### src/pts_pkg.sv
// Constants, register map and state types for the pulse-per-second sync selector
package pts_pkg;

	// Timing
	localparam int CLK_PERIOD_NS = 100;
	localparam int PPS_PERIOD_MS = 1000;
	localparam int PPS_CYCLES = PPS_PERIOD_MS * 1000000 / CLK_PERIOD_NS;
	localparam int PULSE_WIDTH_US = 100;
	localparam int PULSE_CYCLES = (PULSE_WIDTH_US * 1000 + CLK_PERIOD_NS - 1) / CLK_PERIOD_NS;
	localparam logic [31:0] THRESH_RST = 32'h0000_0254;

	// Register byte offsets
	localparam logic [7:0] REG_CTRL = 8'h00;
	localparam logic [7:0] REG_STATUS = 8'h04;
	localparam logic [7:0] REG_THRESH = 8'h08;
	localparam logic [7:0] REG_TOTAL = 8'h0c;
	localparam logic [7:0] REG_BAD = 8'h10;
	localparam logic [7:0] REG_SINGLES = 8'h14;
	localparam logic [7:0] REG_LONGEST = 8'h18;
	localparam logic [7:0] REG_FAILS = 8'h1c;
	localparam logic [7:0] REG_RESYNCS = 8'h20;
	localparam logic [7:0] REG_INT_STS = 8'h24;
	localparam logic [7:0] REG_INT_MASK = 8'h28;
	localparam logic [7:0] REG_PHASE = 8'h2c;

	// Control fields
	localparam int CTRL_IN_LSB = 0;
	localparam int CTRL_OUT_LSB = 2;
	localparam int CTRL_CLR_BIT = 4;
	localparam int CTRL_RST_BIT = 5;
	localparam logic [1:0] IN_NONE = 2'h0;
	localparam logic [1:0] IN_PORT = 2'h1;
	localparam logic [1:0] IN_HOST = 2'h2;
	localparam logic [1:0] OUT_NONE = 2'h0;
	localparam logic [1:0] OUT_PORT = 2'h1;
	localparam logic [1:0] OUT_LOOP = 2'h2;
	localparam logic [1:0] OUT_INT = 2'h3;

	// Status fields
	localparam int STS_SYNC_BIT = 0;
	localparam int STS_FREE_BIT = 1;
	localparam int STS_MASTER_BIT = 2;
	localparam int STS_STATE_LSB = 4;

	// Interrupt bits
	localparam int IRQ_W = 5;
	localparam int IRQ_PULSE = 0;
	localparam int IRQ_MISS = 1;
	localparam int IRQ_FAIL = 2;
	localparam int IRQ_RESYNC = 3;
	localparam int IRQ_BAD = 4;

	// Bus responses
	localparam logic [1:0] RESP_OKAY = 2'h0;
	localparam logic [1:0] RESP_SLVERR = 2'h2;

	// Lock state, Gray coded along free, hunt, lock, lost
	typedef enum logic [1:0] {
		ST_FREE = 2'h0,
		ST_HUNT = 2'h1,
		ST_LOCK = 2'h3,
		ST_LOST = 2'h2
	} pts_sync_e;

endpackage

### src/pts_stat_if.sv
// Event and counter bundle between the sync core and the statistics block
`timescale 1ns/1ns
interface pts_stat_if;
	logic clear;
	logic ev_pulse;
	logic ev_bad;
	logic ev_miss;
	logic ev_fail;
	logic ev_resync;
	logic [31:0] total;
	logic [31:0] bad;
	logic [31:0] singles;
	logic [31:0] longest;
	logic [31:0] fails;
	logic [31:0] resyncs;
	modport core (output clear, ev_pulse, ev_bad, ev_miss, ev_fail, ev_resync,
		input total, bad, singles, longest, fails, resyncs);
	modport stats (input clear, ev_pulse, ev_bad, ev_miss, ev_fail, ev_resync,
		output total, bad, singles, longest, fails, resyncs);
endinterface

### src/pts_top.sv
// Pulse-per-second time sync selector with AXI4-Lite registers
// Behaviour
// Reference pulse enters on circuit A receive
// Master drives its pulse on circuit A transmit
// Valid pulse on selected port locks automatically
// Unconfigured card defaults to slave role
// No input: free-run, report not synchronized
// Host input and internal output together allowed
// Host loads time within one second first (no time register here; IN_HOST locks on HOST_TICK alone)
// Readable pulse statistics, phase health threshold
// Full reset: port input, no output
// Internal input follows host-derived tick
// Internal output drives own generated pulse
// Two-stage synchronizer, one action per edge
`timescale 1ns/1ns
module pts_top #(
	parameter int CYCLES_PER_SEC = pts_pkg::PPS_CYCLES,
	parameter int ADDR_W = 8
)
(
	// Clock and reset
	input wire logic MCLK,
	input wire logic NRST,
	// AXI4-Lite write address and data
	input wire logic [ADDR_W-1:0] S_AXI_AWADDR,
	input wire logic S_AXI_AWVALID,
	output logic S_AXI_AWREADY,
	input wire logic [31:0] S_AXI_WDATA,
	input wire logic [3:0] S_AXI_WSTRB,
	input wire logic S_AXI_WVALID,
	output logic S_AXI_WREADY,
	// AXI4-Lite write response
	output logic [1:0] S_AXI_BRESP,
	output logic S_AXI_BVALID,
	input wire logic S_AXI_BREADY,
	// AXI4-Lite read
	input wire logic [ADDR_W-1:0] S_AXI_ARADDR,
	input wire logic S_AXI_ARVALID,
	output logic S_AXI_ARREADY,
	output logic [31:0] S_AXI_RDATA,
	output logic [1:0] S_AXI_RRESP,
	output logic S_AXI_RVALID,
	input wire logic S_AXI_RREADY,
	// Sync port circuit A
	input wire logic PPS_RX_A,
	output logic PPS_TX_A,
	output logic PPS_TX_A_OE,
	// Host-derived second tick
	input wire logic HOST_TICK,
	// Interrupt
	output logic IRQ
);
	localparam int CW = $clog2(CYCLES_PER_SEC);
	localparam logic [CW-1:0] LAST_CNT = CW'(CYCLES_PER_SEC - 1);
	localparam logic [CW-1:0] HALF_CNT = CW'(CYCLES_PER_SEC / 2);
	localparam logic [CW:0] BAD_GAP = (CW+1)'(CYCLES_PER_SEC / 2);
	localparam logic [CW:0] MISS_GAP = (CW+1)'(CYCLES_PER_SEC + CYCLES_PER_SEC / 2);
	localparam logic [CW:0] MISS_RELOAD = (CW+1)'(CYCLES_PER_SEC / 2);
	localparam logic [15:0] PULSE_LEN = 16'(pts_pkg::PULSE_CYCLES);

	// Byte-lane merge for partial writes
	function automatic logic [31:0] merge_be(input logic [31:0] old, input logic [31:0] nw,
		input logic [3:0] be);
		logic [31:0] res;
		res = old;
		for (int i = 0; i < 4; i++)
			if (be[i])
				res[i*8 +: 8] = nw[i*8 +: 8];
		return res;
	endfunction

	// Phase offset in cycles to nanoseconds
	function automatic logic [31:0] to_ns(input logic [CW-1:0] cyc);
		return 32'(cyc) * 32'(pts_pkg::CLK_PERIOD_NS);
	endfunction

	////////////////////////////////////////////////////////////////////////////
	// Declarations

	logic aw_hold_r, w_hold_r, bvalid_r, rvalid_r;
	logic [ADDR_W-1:0] awaddr_r;
	logic [31:0] wdata_r, rdata_r;
	logic [3:0] wstrb_r;
	logic [1:0] bresp_r, rresp_r;
	logic [1:0] in_sel_r, out_sel_r;
	logic [31:0] thresh_r, phase_r;
	logic [pts_pkg::IRQ_W-1:0] int_sts_r, int_mask_r;
	pts_pkg::pts_sync_e state_r, state_nxt;
	logic [CW-1:0] sec_cnt_r;
	logic [CW:0] gap_r;
	logic seen_r;
	logic [15:0] pulse_cnt_r;
	logic tx_r, oe_r;
	logic rx_level, rx_rise;
	pts_stat_if st();

	////////////////////////////////////////////////////////////////////////////
	// Bus handshakes and decode

	wire wr_go = aw_hold_r & w_hold_r & ~bvalid_r;
	wire ar_take = S_AXI_ARVALID & ~rvalid_r;
	wire wr_ctrl = wr_go & (awaddr_r == ADDR_W'(pts_pkg::REG_CTRL));
	wire wr_thresh = wr_go & (awaddr_r == ADDR_W'(pts_pkg::REG_THRESH));
	wire wr_ists = wr_go & (awaddr_r == ADDR_W'(pts_pkg::REG_INT_STS));
	wire wr_imask = wr_go & (awaddr_r == ADDR_W'(pts_pkg::REG_INT_MASK));
	wire wr_ro = wr_go & (awaddr_r <= ADDR_W'(pts_pkg::REG_PHASE)) & (awaddr_r[1:0] == 2'h0);
	wire ctrl_lane = wr_ctrl & wstrb_r[0];
	wire clr_stats = ctrl_lane & wdata_r[pts_pkg::CTRL_CLR_BIT];
	wire full_rst = ctrl_lane & wdata_r[pts_pkg::CTRL_RST_BIT];

	assign S_AXI_AWREADY = ~aw_hold_r & ~bvalid_r;
	assign S_AXI_WREADY = ~w_hold_r & ~bvalid_r;
	assign S_AXI_ARREADY = ~rvalid_r;
	assign S_AXI_BVALID = bvalid_r;
	assign S_AXI_BRESP = bresp_r;
	assign S_AXI_RVALID = rvalid_r;
	assign S_AXI_RDATA = rdata_r;
	assign S_AXI_RRESP = rresp_r;

	// Write channel capture and response
	always_ff @(posedge MCLK)
	begin
		if (!NRST)
		begin
			aw_hold_r <= 1'b0;
			w_hold_r <= 1'b0;
			bvalid_r <= 1'b0;
			bresp_r <= pts_pkg::RESP_OKAY;
			awaddr_r <= '0;
			wdata_r <= 32'h0;
			wstrb_r <= 4'h0;
		end
		else
		begin
			if (S_AXI_AWVALID && S_AXI_AWREADY)
			begin
				aw_hold_r <= 1'b1;
				awaddr_r <= S_AXI_AWADDR;
			end
			if (S_AXI_WVALID && S_AXI_WREADY)
			begin
				w_hold_r <= 1'b1;
				wdata_r <= S_AXI_WDATA;
				wstrb_r <= S_AXI_WSTRB;
			end
			if (wr_go)
			begin
				aw_hold_r <= 1'b0;
				w_hold_r <= 1'b0;
				bvalid_r <= 1'b1;
				bresp_r <= wr_ro ? pts_pkg::RESP_OKAY : pts_pkg::RESP_SLVERR;
			end
			else if (bvalid_r && S_AXI_BREADY)
				bvalid_r <= 1'b0;
		end
	end

	////////////////////////////////////////////////////////////////////////////
	// Read data selection

	wire [31:0] status_word = {26'h0, state_r, 1'b0,
		out_sel_r == pts_pkg::OUT_INT, state_r == pts_pkg::ST_FREE,
		state_r == pts_pkg::ST_LOCK};
	wire [ADDR_W-1:0] ra = S_AXI_ARADDR;
	wire [31:0] rd_data =
		(ra == ADDR_W'(pts_pkg::REG_CTRL)) ? {28'h0, out_sel_r, in_sel_r} :
		(ra == ADDR_W'(pts_pkg::REG_STATUS)) ? status_word :
		(ra == ADDR_W'(pts_pkg::REG_THRESH)) ? thresh_r :
		(ra == ADDR_W'(pts_pkg::REG_TOTAL)) ? st.total :
		(ra == ADDR_W'(pts_pkg::REG_BAD)) ? st.bad :
		(ra == ADDR_W'(pts_pkg::REG_SINGLES)) ? st.singles :
		(ra == ADDR_W'(pts_pkg::REG_LONGEST)) ? st.longest :
		(ra == ADDR_W'(pts_pkg::REG_FAILS)) ? st.fails :
		(ra == ADDR_W'(pts_pkg::REG_RESYNCS)) ? st.resyncs :
		(ra == ADDR_W'(pts_pkg::REG_INT_STS)) ? {27'h0, int_sts_r} :
		(ra == ADDR_W'(pts_pkg::REG_INT_MASK)) ? {27'h0, int_mask_r} :
		(ra == ADDR_W'(pts_pkg::REG_PHASE)) ? phase_r : 32'h0;
	wire rd_hit = (ra[1:0] == 2'h0) && (ra <= ADDR_W'(pts_pkg::REG_PHASE));

	// Read channel, answer one cycle after the address is taken
	always_ff @(posedge MCLK)
	begin
		if (!NRST)
		begin
			rvalid_r <= 1'b0;
			rdata_r <= 32'h0;
			rresp_r <= pts_pkg::RESP_OKAY;
		end
		else if (ar_take)
		begin
			rvalid_r <= 1'b1;
			rdata_r <= rd_hit ? rd_data : 32'h0;
			rresp_r <= rd_hit ? pts_pkg::RESP_OKAY : pts_pkg::RESP_SLVERR;
		end
		else if (rvalid_r && S_AXI_RREADY)
			rvalid_r <= 1'b0;
	end

	////////////////////////////////////////////////////////////////////////////
	// Configuration registers

	// Source selectors, threshold, mask; default is port in, nothing out
	always_ff @(posedge MCLK)
	begin
		if (!NRST || full_rst)
		begin
			in_sel_r <= pts_pkg::IN_PORT;
			out_sel_r <= pts_pkg::OUT_NONE;
			if (!NRST)
			begin
				thresh_r <= pts_pkg::THRESH_RST;
				int_mask_r <= '0;
			end
		end
		else
		begin
			if (ctrl_lane)
			begin
				in_sel_r <= wdata_r[pts_pkg::CTRL_IN_LSB +: 2];
				out_sel_r <= wdata_r[pts_pkg::CTRL_OUT_LSB +: 2];
			end
			if (wr_thresh)
				thresh_r <= merge_be(thresh_r, wdata_r, wstrb_r);
			if (wr_imask && wstrb_r[0])
				int_mask_r <= wdata_r[pts_pkg::IRQ_W-1:0];
		end
	end

	////////////////////////////////////////////////////////////////////////////
	// Reference pulse path

	// Port pulse on receive half of circuit A only; circuit B is not touched here
	pts_edge_sync u_rx_sync (
		.clk(MCLK),
		.rst_n(NRST),
		.din(PPS_RX_A),
		.level(rx_level),
		.rise(rx_rise)
	);

	// Selected reference and pulse judgement
	wire src_on = (in_sel_r == pts_pkg::IN_PORT) || (in_sel_r == pts_pkg::IN_HOST);
	wire ref_tick = (in_sel_r == pts_pkg::IN_PORT) ? rx_rise :
		(in_sel_r == pts_pkg::IN_HOST) ? HOST_TICK : 1'b0;
	wire bad_pulse = ref_tick & seen_r & (gap_r < BAD_GAP);
	wire good_pulse = ref_tick & ~bad_pulse;
	wire miss = src_on & seen_r & ~ref_tick & (gap_r == MISS_GAP);
	wire late = sec_cnt_r >= HALF_CNT;
	// Distance from the local second boundary, which falls where the count wraps
	wire [CW-1:0] err_mag = late ? LAST_CNT - sec_cnt_r : sec_cnt_r + CW'(1);
	wire [31:0] err_ns = to_ns(err_mag);
	wire in_thresh = err_ns <= thresh_r;
	wire local_tick = good_pulse | (sec_cnt_r == LAST_CNT);

	// Lock state transitions
	always_comb
	begin
		state_nxt = state_r;
		case (state_r)
			pts_pkg::ST_FREE:
				if (src_on)
					state_nxt = pts_pkg::ST_HUNT;
			pts_pkg::ST_HUNT, pts_pkg::ST_LOST:
				if (good_pulse && in_thresh)
					state_nxt = pts_pkg::ST_LOCK;
			pts_pkg::ST_LOCK:
				if (miss || (good_pulse && !in_thresh))
					state_nxt = pts_pkg::ST_LOST;
			default:
				state_nxt = pts_pkg::ST_FREE;
		endcase
		if (!src_on)
			state_nxt = pts_pkg::ST_FREE;
	end

	wire ev_fail = (state_r == pts_pkg::ST_LOCK) && (state_nxt == pts_pkg::ST_LOST);
	wire ev_resync = (state_r == pts_pkg::ST_LOST) && (state_nxt == pts_pkg::ST_LOCK);

	// Second counter aligned to each good pulse, gap watchdog, phase capture
	always_ff @(posedge MCLK)
	begin
		if (!NRST || full_rst)
		begin
			state_r <= pts_pkg::ST_FREE;
			sec_cnt_r <= '0;
			gap_r <= '0;
			seen_r <= 1'b0;
			phase_r <= 32'h0;
		end
		else
		begin
			state_r <= state_nxt;
			sec_cnt_r <= (good_pulse || sec_cnt_r == LAST_CNT) ? '0 : sec_cnt_r + CW'(1);
			if (!src_on)
			begin
				seen_r <= 1'b0;
				gap_r <= '0;
			end
			else if (good_pulse)
			begin
				seen_r <= 1'b1;
				gap_r <= '0;
				phase_r <= late ? 32'h0 - err_ns : err_ns;
			end
			else if (miss)
				gap_r <= MISS_RELOAD;
			else if (seen_r)
				gap_r <= gap_r + (CW+1)'(1);
		end
	end

	////////////////////////////////////////////////////////////////////////////
	// Pulse output

	// Internally generated pulse of fixed width at each local second
	always_ff @(posedge MCLK)
	begin
		if (!NRST)
			pulse_cnt_r <= 16'h0;
		else if (local_tick)
			pulse_cnt_r <= PULSE_LEN;
		else if (pulse_cnt_r != 16'h0)
			pulse_cnt_r <= pulse_cnt_r - 16'h1;
	end

	wire loop_lvl = (in_sel_r == pts_pkg::IN_PORT) ? rx_level :
		(in_sel_r == pts_pkg::IN_HOST) ? HOST_TICK : 1'b0;
	wire tx_nxt = (out_sel_r == pts_pkg::OUT_PORT) ? rx_level :
		(out_sel_r == pts_pkg::OUT_LOOP) ? loop_lvl :
		(out_sel_r == pts_pkg::OUT_INT) ? (pulse_cnt_r != 16'h0) : 1'b0;
	wire oe_nxt = out_sel_r != pts_pkg::OUT_NONE;

	// Registered transmit half of circuit A
	always_ff @(posedge MCLK)
	begin
		if (!NRST)
		begin
			tx_r <= 1'b0;
			oe_r <= 1'b0;
		end
		else
		begin
			tx_r <= tx_nxt;
			oe_r <= oe_nxt;
		end
	end

	assign PPS_TX_A = tx_r;
	assign PPS_TX_A_OE = oe_r;

	////////////////////////////////////////////////////////////////////////////
	// Statistics and interrupts

	assign st.clear = clr_stats | full_rst;
	assign st.ev_pulse = ref_tick;
	assign st.ev_bad = bad_pulse;
	assign st.ev_miss = miss;
	assign st.ev_fail = ev_fail;
	assign st.ev_resync = ev_resync;

	pts_stats u_stats (
		.clk(MCLK),
		.rst_n(NRST),
		.st(st)
	);

	wire [pts_pkg::IRQ_W-1:0] irq_ev = {bad_pulse, ev_resync, ev_fail, miss, good_pulse};
	wire [pts_pkg::IRQ_W-1:0] irq_w1c = (wr_ists && wstrb_r[0]) ?
		wdata_r[pts_pkg::IRQ_W-1:0] : '0;

	// Sticky status, a new event wins over its clear
	always_ff @(posedge MCLK)
	begin
		if (!NRST)
			int_sts_r <= '0;
		else
			int_sts_r <= (int_sts_r & ~irq_w1c) | irq_ev;
	end

	assign IRQ = |(int_sts_r & int_mask_r);
endmodule

### src/pts_edge_sync.sv
// Two-stage synchronizer with a registered rising-edge pulse
`timescale 1ns/1ns
module pts_edge_sync
(
	// Clock and reset
	input wire logic clk,
	input wire logic rst_n,
	// Raw input and results
	input wire logic din,
	output logic level,
	output logic rise
);
	logic meta_r;
	logic sync_r;
	logic prev_r;
	logic rise_r;

	// Two flops, then an edge detector on the settled copy
	always_ff @(posedge clk)
	begin
		if (!rst_n)
		begin
			meta_r <= 1'b0;
			sync_r <= 1'b0;
			prev_r <= 1'b0;
			rise_r <= 1'b0;
		end
		else
		begin
			meta_r <= din;
			sync_r <= meta_r;
			prev_r <= sync_r;
			rise_r <= sync_r & ~prev_r;
		end
	end

	assign level = sync_r;
	assign rise = rise_r;
endmodule

### src/pts_stats.sv
// Input pulse statistics counters
`timescale 1ns/1ns
module pts_stats
(
	// Clock and reset
	input wire logic clk,
	input wire logic rst_n,
	// Events in, counts out
	pts_stat_if.stats st
);
	logic [31:0] total_r, bad_r, singles_r, longest_r, fails_r, resyncs_r, run_r;
	logic [31:0] run_nxt;

	// Length of the current run of missed seconds
	assign run_nxt = st.ev_pulse ? 32'h0 : (st.ev_miss ? run_r + 32'h1 : run_r);

	// Counters, cleared together on request
	always_ff @(posedge clk)
	begin
		if (!rst_n || st.clear)
		begin
			total_r <= 32'h0;
			bad_r <= 32'h0;
			singles_r <= 32'h0;
			longest_r <= 32'h0;
			fails_r <= 32'h0;
			resyncs_r <= 32'h0;
			run_r <= 32'h0;
		end
		else
		begin
			total_r <= total_r + {31'h0, st.ev_pulse};
			bad_r <= bad_r + {31'h0, st.ev_bad};
			singles_r <= singles_r + {31'h0, st.ev_miss};
			fails_r <= fails_r + {31'h0, st.ev_fail};
			resyncs_r <= resyncs_r + {31'h0, st.ev_resync};
			run_r <= run_nxt;
			if (run_nxt > longest_r)
				longest_r <= run_nxt;
		end
	end

	assign st.total = total_r;
	assign st.bad = bad_r;
	assign st.singles = singles_r;
	assign st.longest = longest_r;
	assign st.fails = fails_r;
	assign st.resyncs = resyncs_r;
endmodule

### config.mk
export PLATFORM = sky130hd
export DESIGN_NAME = pts_top
export DESIGN_NICKNAME = d
export VERILOG_FILES = /design/src/pts_pkg.sv /design/src/pts_stat_if.sv /design/src/pts_top.sv /design/src/pts_edge_sync.sv /design/src/pts_stats.sv
export SDC_FILE = /design/constraint.sdc
export NUM_CORES = 1
export LEC_CHECK = 0
export BUFFER_PORTS_ARGS = -buffer_cell sky130_fd_sc_hd__buf_4
export CAP_MARGIN = 20
export CORE_MARGIN = 3
export CORE_UTILIZATION = 28
export DETAILED_ROUTE_END_ITERATION = 8
export SLEW_MARGIN = 10
export SYNTH_ARGS = -nofsm -noshare
export SYNTH_HDL_FRONTEND = slang
export SYNTH_HIERARCHICAL = 1
export SYNTH_SLANG_ARGS = --single-unit
### constraint.sdc
create_clock -name MCLK -period 10.2 [get_ports MCLK]
set_input_delay 1.02 -clock MCLK [delete_from_list [all_inputs] [get_ports MCLK]]
set_output_delay 1.02 -clock MCLK [all_outputs]
set_load 0.01 [all_outputs]
Word level (Yosys, flattened, before mapping)
Cells that the tools add are included.
Operators by class
  order comparisons: 6
  eq/ne operators: 27
  $mul: 1
  mux-type cells: 48
  add/sub/neg operators: 11
  bitwise gates (word level): 36
  reduce and logical (&&, ||, !) cells: 49
  divide/modulo/power cells: 0
  shift operators: 0
Operators by type and width (number)
  32-bit two-way mux: 19
  32-bit by 1-bit adder with 32-bit output: 5
  8-bit by 6-bit == test with 1-bit output, second input constant: 6
  23-bit two-way mux: 2
  32-bit by 1-bit adder with 32-bit output, second input constant: 1
  8-bit by 5-bit == test with 1-bit output, second input constant: 4
  32-bit > comparator: 1
  31-bit by 32-bit less-or-equal comparator with 1-bit output: 1
  8-bit two-way mux: 4
  1-bit by 31-bit subtractor with 32-bit output, first input constant: 1
  24-bit by 5-bit multiplier with 29-bit output, second input constant: 1
  25-bit by 1-bit adder with 25-bit output, second input constant: 1
  25-bit by 24-bit == test with 1-bit output, second input constant: 1
  25-bit by 23-bit less-than comparator with 1-bit output, second input constant: 1
  24-bit by 1-bit adder with 24-bit output, second input constant: 1
  24-bit == test, second input constant: 1
  8-bit by 4-bit == test with 1-bit output, second input constant: 3
  24-bit by 23-bit >= comparator with 1-bit output, second input constant: 1
  24-bit two-way mux: 1
  24-bit subtractor, first input constant: 1
  2-bit nonzero test: 11
  1-bit bitwise AND: 21
  10-bit two-way mux: 2
  5-bit two-way mux: 4
  26 further kinds: 84
Storage, ports and cells
  bits in read-only memories: 0
  word-level logic and storage cells: 217
  memories kept: 0
  input bits: 61
  output and inout bits: 44
  RAM bits: 0
  bits in latches: 0
  register bits: 460

Logic depth before layout (Yosys ltp)
  depth in word-level cells: 15
  depth in mapped cells: 42
  depth with buffers taken out: 40

By module
The synthesis kept the hierarchy.
By module, submodules not included
  pts_top: area an instance 15325.9 µm², times used 1, sequential area each 4934.7 µm², cells an instance 1847
  pts_stats: area an instance 10342.4 µm², times used 1, sequential area each 4484.3 µm², cells an instance 1215
  pts_edge_sync: area an instance 111.4 µm², times used 1, sequential area each 80.1 µm², cells an instance 8

Least setup slack after synthesis
No wires, ideal clock.
  kind: register to register
  from: register sec_cnt_r[2]
  to: register u_stats.resyncs_r[30], in the netlist u_stats/st.resyncs[30]
  clock period less this slack: 8984 ps
  stages on the path, launching flop included: 43
  buffers on the path: 2
  setup slack: 1216 ps
  data required time: 10072 ps
  arrival: 8857 ps
  library setup time: 128 ps
  cell sequence: dfxtp_1 > clkbuf_1 > nand3_1 > nor3_1 > nand4_1 > nor2_1 > and3_1 > nand2_1 > nor2_1 > mux2i_1 > xnor2_1 > ha_1 > ha_1 > inv_1 > fa_1 > inv_1 > ha_1 > clkbuf_1 > (+7 left out) > inv_1 > ha_1 > nand4_1 > nor2_1 > nand3_1 > nand2_1 > a21oi_1 > or3_1 > a211o_1 > nor4b_1 > ha_1 > ha_1 > inv_1 > nor4_1 > nand3_1 > nor3_1 > xnor2_1 > nor2_1
On the way
  word-level cells in the longest chain between the ends: 13
  elaborated cells on any way between the ends: 17
  classes of those cells: add/sub: 3; mul: 1; order compare: 2; eq/ne: 1; mux: 5; reduce/logical: 5
RTL lines
  start: declaration: line pts_top.sv:89  | logic [CW-1:0] sec_cnt_r;
  start signal: assignment: line pts_top.sv:293  | sec_cnt_r <= (good_pulse || sec_cnt_r == LAST_CNT) ? '0 : sec_cnt_r + CW'(1);
  24-bit by 1-bit adder with 24-bit output (tied with other cells): line pts_top.sv:250  | wire [CW-1:0] err_mag = late ? LAST_CNT - sec_cnt_r : sec_cnt_r + CW'(1);
  24-bit two-way mux *: line pts_top.sv:250
  24-bit by 5-bit multiplier with 29-bit output *: line pts_top.sv:74  | return 32'(cyc) * 32'(pts_pkg::CLK_PERIOD_NS);
  31-bit by 32-bit less-or-equal comparator with 1-bit output *: line pts_top.sv:252  | wire in_thresh = err_ns <= thresh_r;
  1-bit logical NOT: line pts_top.sv:267  | if (miss || (good_pulse && !in_thresh))
  1-bit logical AND: line pts_top.sv:267
  1-bit logical OR: line pts_top.sv:267
  2-bit two-way mux: line pts_top.sv:267
  2-bit one-hot mux with 3 select lines *: line pts_top.sv:259  | case (state_r)
  2-bit two-way mux *: line pts_top.sv:272  | if (!src_on)
  2-bit == test *: line pts_top.sv:277  | wire ev_resync = (state_r == pts_pkg::ST_LOST) && (state_nxt == pts_pkg::ST_LOCK);
  1-bit logical AND *: line pts_top.sv:277
  named net ev_resync: line pts_top.sv:277
  32-bit by 1-bit adder with 32-bit output *: line pts_stats.sv:36  | resyncs_r <= resyncs_r + {31'h0, st.ev_resync};
  end signal: assignment: line pts_stats.sv:36
  end: declaration: line pts_stats.sv:11  | logic [31:0] total_r, bad_r, singles_r, longest_r, fails_r, resyncs_r, run_r;
Mark *: on every way through the listed nets, which the timed path passes. The rest lies on a longest branch.
A chain may end at the register's enable or synchronous reset.

Worst setup path after layout
  from: register sec_cnt_r[0]
  to: register u_stats.resyncs_r[28], in the netlist u_stats/st.resyncs[28]
The elaborated chain is that of the path after synthesis.

==> summary.txt <==
Status
  • Outcome: finished clean

Routing
  • Routed vias/inst: 5.02
  • Vias: about 22000
  • WL met2: approximately 31000 um
  • Pre-Repair DR Iteration Count: 6
  • Highest Signal Layer: met4
  • Met1 WL: 36000 um
  • Drt wl/cell: between 15 and 20 um
  • DRC: 0
  • Iter 0 DRT Violations: 1846
  • WL final: approximately 73000 um
  • WL met3: slightly above 5000 um
  • DRT antenna net count: 0

Yosys
  • Main flop type after synthesis: dfxtp_1
  • Ys Warns: 6
  • Mapped Area: approximately 26000 um2
  • Count leader, synth: dfxtp_1
  • Number of synthesized flops with an enable pin: 37
  • Avg Cell Area, Syn: between 8 and 9 um2
  • Yosys top cell by area: dfxtp_1
  • Share of the synthesized area in the top cell type: between 30% and 40%
  • Post-Synthesis Cells: just over 3000
  • Top post-synthesis cells by count: 419 x dfxtp_1, 405 x nor2_1, 317 x nand2_1
  • Seq/Total Area, Yosys: 36.8%
  • Share of flip-flops with an asynchronous set or reset: 0%
  • Synth top area cells: dfxtp_1 33%, ha_1 7.8%, nor2_1 5.9%
  • #FFs+latches synth: about 460
  • Synth unique cells: between 80 and 90

Die
  • Die area: 95700 um2
  • Die H: just over 300 um
  • Die W: 309 um
  • Row cnt: 110
  • I/O pin total: 105
  • Initial Util: roughly 28%
  • Core area: 90700 um2

Global routing
  • GR Util All Layers: 14.8%
  • Largest net degree at the start of global routing: just under 80
  • First-pass GRT wire length: 113000 um
  • Number of global-route vias before repair: about 20000
  • Total grt overflow: 0
  • Initial antenna violation count: 2

Min path
  • HP Class: reg2reg
  • Hold_sp: u_rx_sync/meta_r
  • Hold Path End: u_rx_sync/level
  • WHS Path Cells: 1

Timing
  • Slew margin rel.: 31.2%
  • Tmin final: 9430 ps
  • Post-Route Skew: approximately 28 ps
  • Setup TNS: 0 ps
  • Slew at the pin closest to its max-slew limit: between 1000 and 1500 ps
  • Worst setup margin: 766 ps
  • Hold Fails Final Rpt: 0
  • WHS: between 400 and 500 ps
  • Slew Viols, Final: 0
  • F_max: about 110 MHz
  • Final setup viols: 0
  • Period utilization: ~92%

Clocking
  • CTS root buf: clkbuf_16
  • Number of H-tree levels: 2
  • CTS tree: yes
  • Clock latency on the worst-skew pair: about 600 ps
  • CTS Hold Buffers Added: 0
  • Clock Pin Slew Worst Setup and Hold Paths: 60 ps
  • Worst-case clock buffer depth: 3
  • Clock sink total: about 460
  • CTS Buf Count: 49

Setup path
  • Crit path arrival time: 9890 ps
  • CP peak stage delay: roughly 530 ps
  • Worst r2r dst: u_stats/st.resyncs[28]
  • WP buf/inv: 3
  • R2r setup slk: approximately 770 ps
  • Most used cell, CP: ha_1
  • Reg-to-Reg Start: sec_cnt_r[0]
  • WS Path Type: reg2reg
  • Worst reg-to-reg path cell count: 39
  • Critical path startpoint category: register
  • CP endpoint kind: register
  • CP Max Fanout: 6
  • CP required: 10660 ps
  • Top delay family on crit path: simple AND/OR/NAND/NOR gates
  • Critical Path Slowest Stage Cell: or4_1

Placed design
  • Port-buffer cells: 102
  • DP Area: roughly 28000 um2
  • Detailed Place HPWL: 55000 um
  • Placer Congestion: just under 0.9
  • Pre-CTS setup slack: between 400 and 500 ps

Cells and area
  • Layout cells sized above 1: 9.06%
  • Area Growth Syn to Fin: 14.5%
  • Fillers: between 9000 and 10000
  • Design area: between 20000 and 30000 um2
  • Final nets: 3356

Run
  • Max_cap viols: 0

Power
  • Tot Pwr: roughly 4.1 mW
  • Power Dens Cells: around 140 nW/um2
  • Static Leak: between 10 and 15 nW
  • Worst vdd ir: about 0.00012 V
==> how the worst max path moves through the flow <==
stage	startpoint	end	slack, ps	cells past startpoint
4_1_cts	sec_cnt_r[0]	u_stats/st.resyncs[28]	280	40
5_1_grt	sec_cnt_r[0]	u_stats/st.resyncs[28]	-20	40
3_3_place_gp	sec_cnt_r[0]	u_stats/st.resyncs[28]	570	39
3_5_place_dp	sec_cnt_r[0]	u_stats/st.fails[28]	410	40
2_1_floorplan	sec_cnt_r[2]	u_stats/st.resyncs[30]	1220	42
6_report	sec_cnt_r[0]	u_stats/st.resyncs[28]	770	39
==> cells by family after synthesis <==
kind of cell	synth area share, %
AO/OA/AOI/OAI	14.3
flip-flops	36.8
AND/OR/NAND/NOR	22.9
buffers and inverters	5.08
XOR/XNOR	9.82
other	0.0145
multiplexers	1.79
adder cells (fa/ha/maj)	9.21
==> metrics by stage <==
step / cells / utilization (%)
2_1_floorplan: 3071 / -
4_1_cts: 4330 / 32.4
3_3_place_gp: 4239 / 30.6
3_5_place_dp: 4239 / 30.6
6_report: 4333 / 32.5
5_1_grt: 4332 / 32.5
==> area by class of cell <==
type                            instances  area (um2)  area share, %
Antenna cell                            1        2.50        0.00848
Multi-Input combinational cell       2273       15100           51.1
Inverter                              196         736           2.49
Sequential cell                       456        9500           32.2
Timing Repair Buffer                  140        1050           3.56
Clock buffer                           73        1470           4.98
Tap cell                             1176        1470           4.98
Clock inverter                         18         193          0.653
==> registers in the layout (all words and copies together), names as in the netlist, 8 cells and up <==
| name | flops |
|---|---|
| S_AXI_RDATA | 32 |
| thresh_r | 32 |
| u_stats/run_r | 32 |
| u_stats/st.bad | 32 |
| u_stats/st.fails | 32 |
| u_stats/st.longest | 32 |
| u_stats/st.resyncs | 32 |
| u_stats/st.singles | 32 |
| u_stats/st.total | 32 |
| wdata_r | 32 |
| phase_r | 30 |
| gap_r | 25 |
| sec_cnt_r | 24 |
| pulse_cnt_r | 16 |
| awaddr_r | 8 |
==> timing repair <==
action / CTS / global route
endpoints found under the setup margin: 0 / 41
buffers inserted: 0 / 2
resized for setup: 0 / 13
==> metal layers <==
| metal | global-route usage, % | vias to the layer above |
|---|---|---|
| li1 | - | 10762 |
| met1 | 22.2 | 10317 |
| met2 | 22.1 | 573 |
| met3 | 2.19 | 86 |
| met4 | 3.45 | 0 |
| met5 | 0 | - |
==> layout by cell type (no fill, tap or decap), drive strengths merged, types with 13 or more instances in the layout <==
cell type	count
nand2	317
a22o	21
mux2i	27
buf	140
nor2	405
xor2	145
a31oi	22
a21o	20
a221oi	24
mux2	17
a21boi	59
o21ai	73
nor3	53
a22oi	80
xnor2	144
inv	196
and2	27
o31ai	16
nand2b	16
clkbuf	73
nand3	127
and4	21
nor2b	45
or3	29
edfxtp	37
a21oi	90
ha	161
and3	68
fa	18
a222oi	13
nand4	68
nor4	27
dfxtp	419
a211oi	31
==> power breakdown <==
group | leakage (nW) | switching (mW) | internal, mW
clock network | 0.808 | 0.767 | 1.07
logic | 7.14 | 0.211 | 0.146
registers | 3.77 | 0.0545 | 1.87
Power figures use the tool's default switching activity.
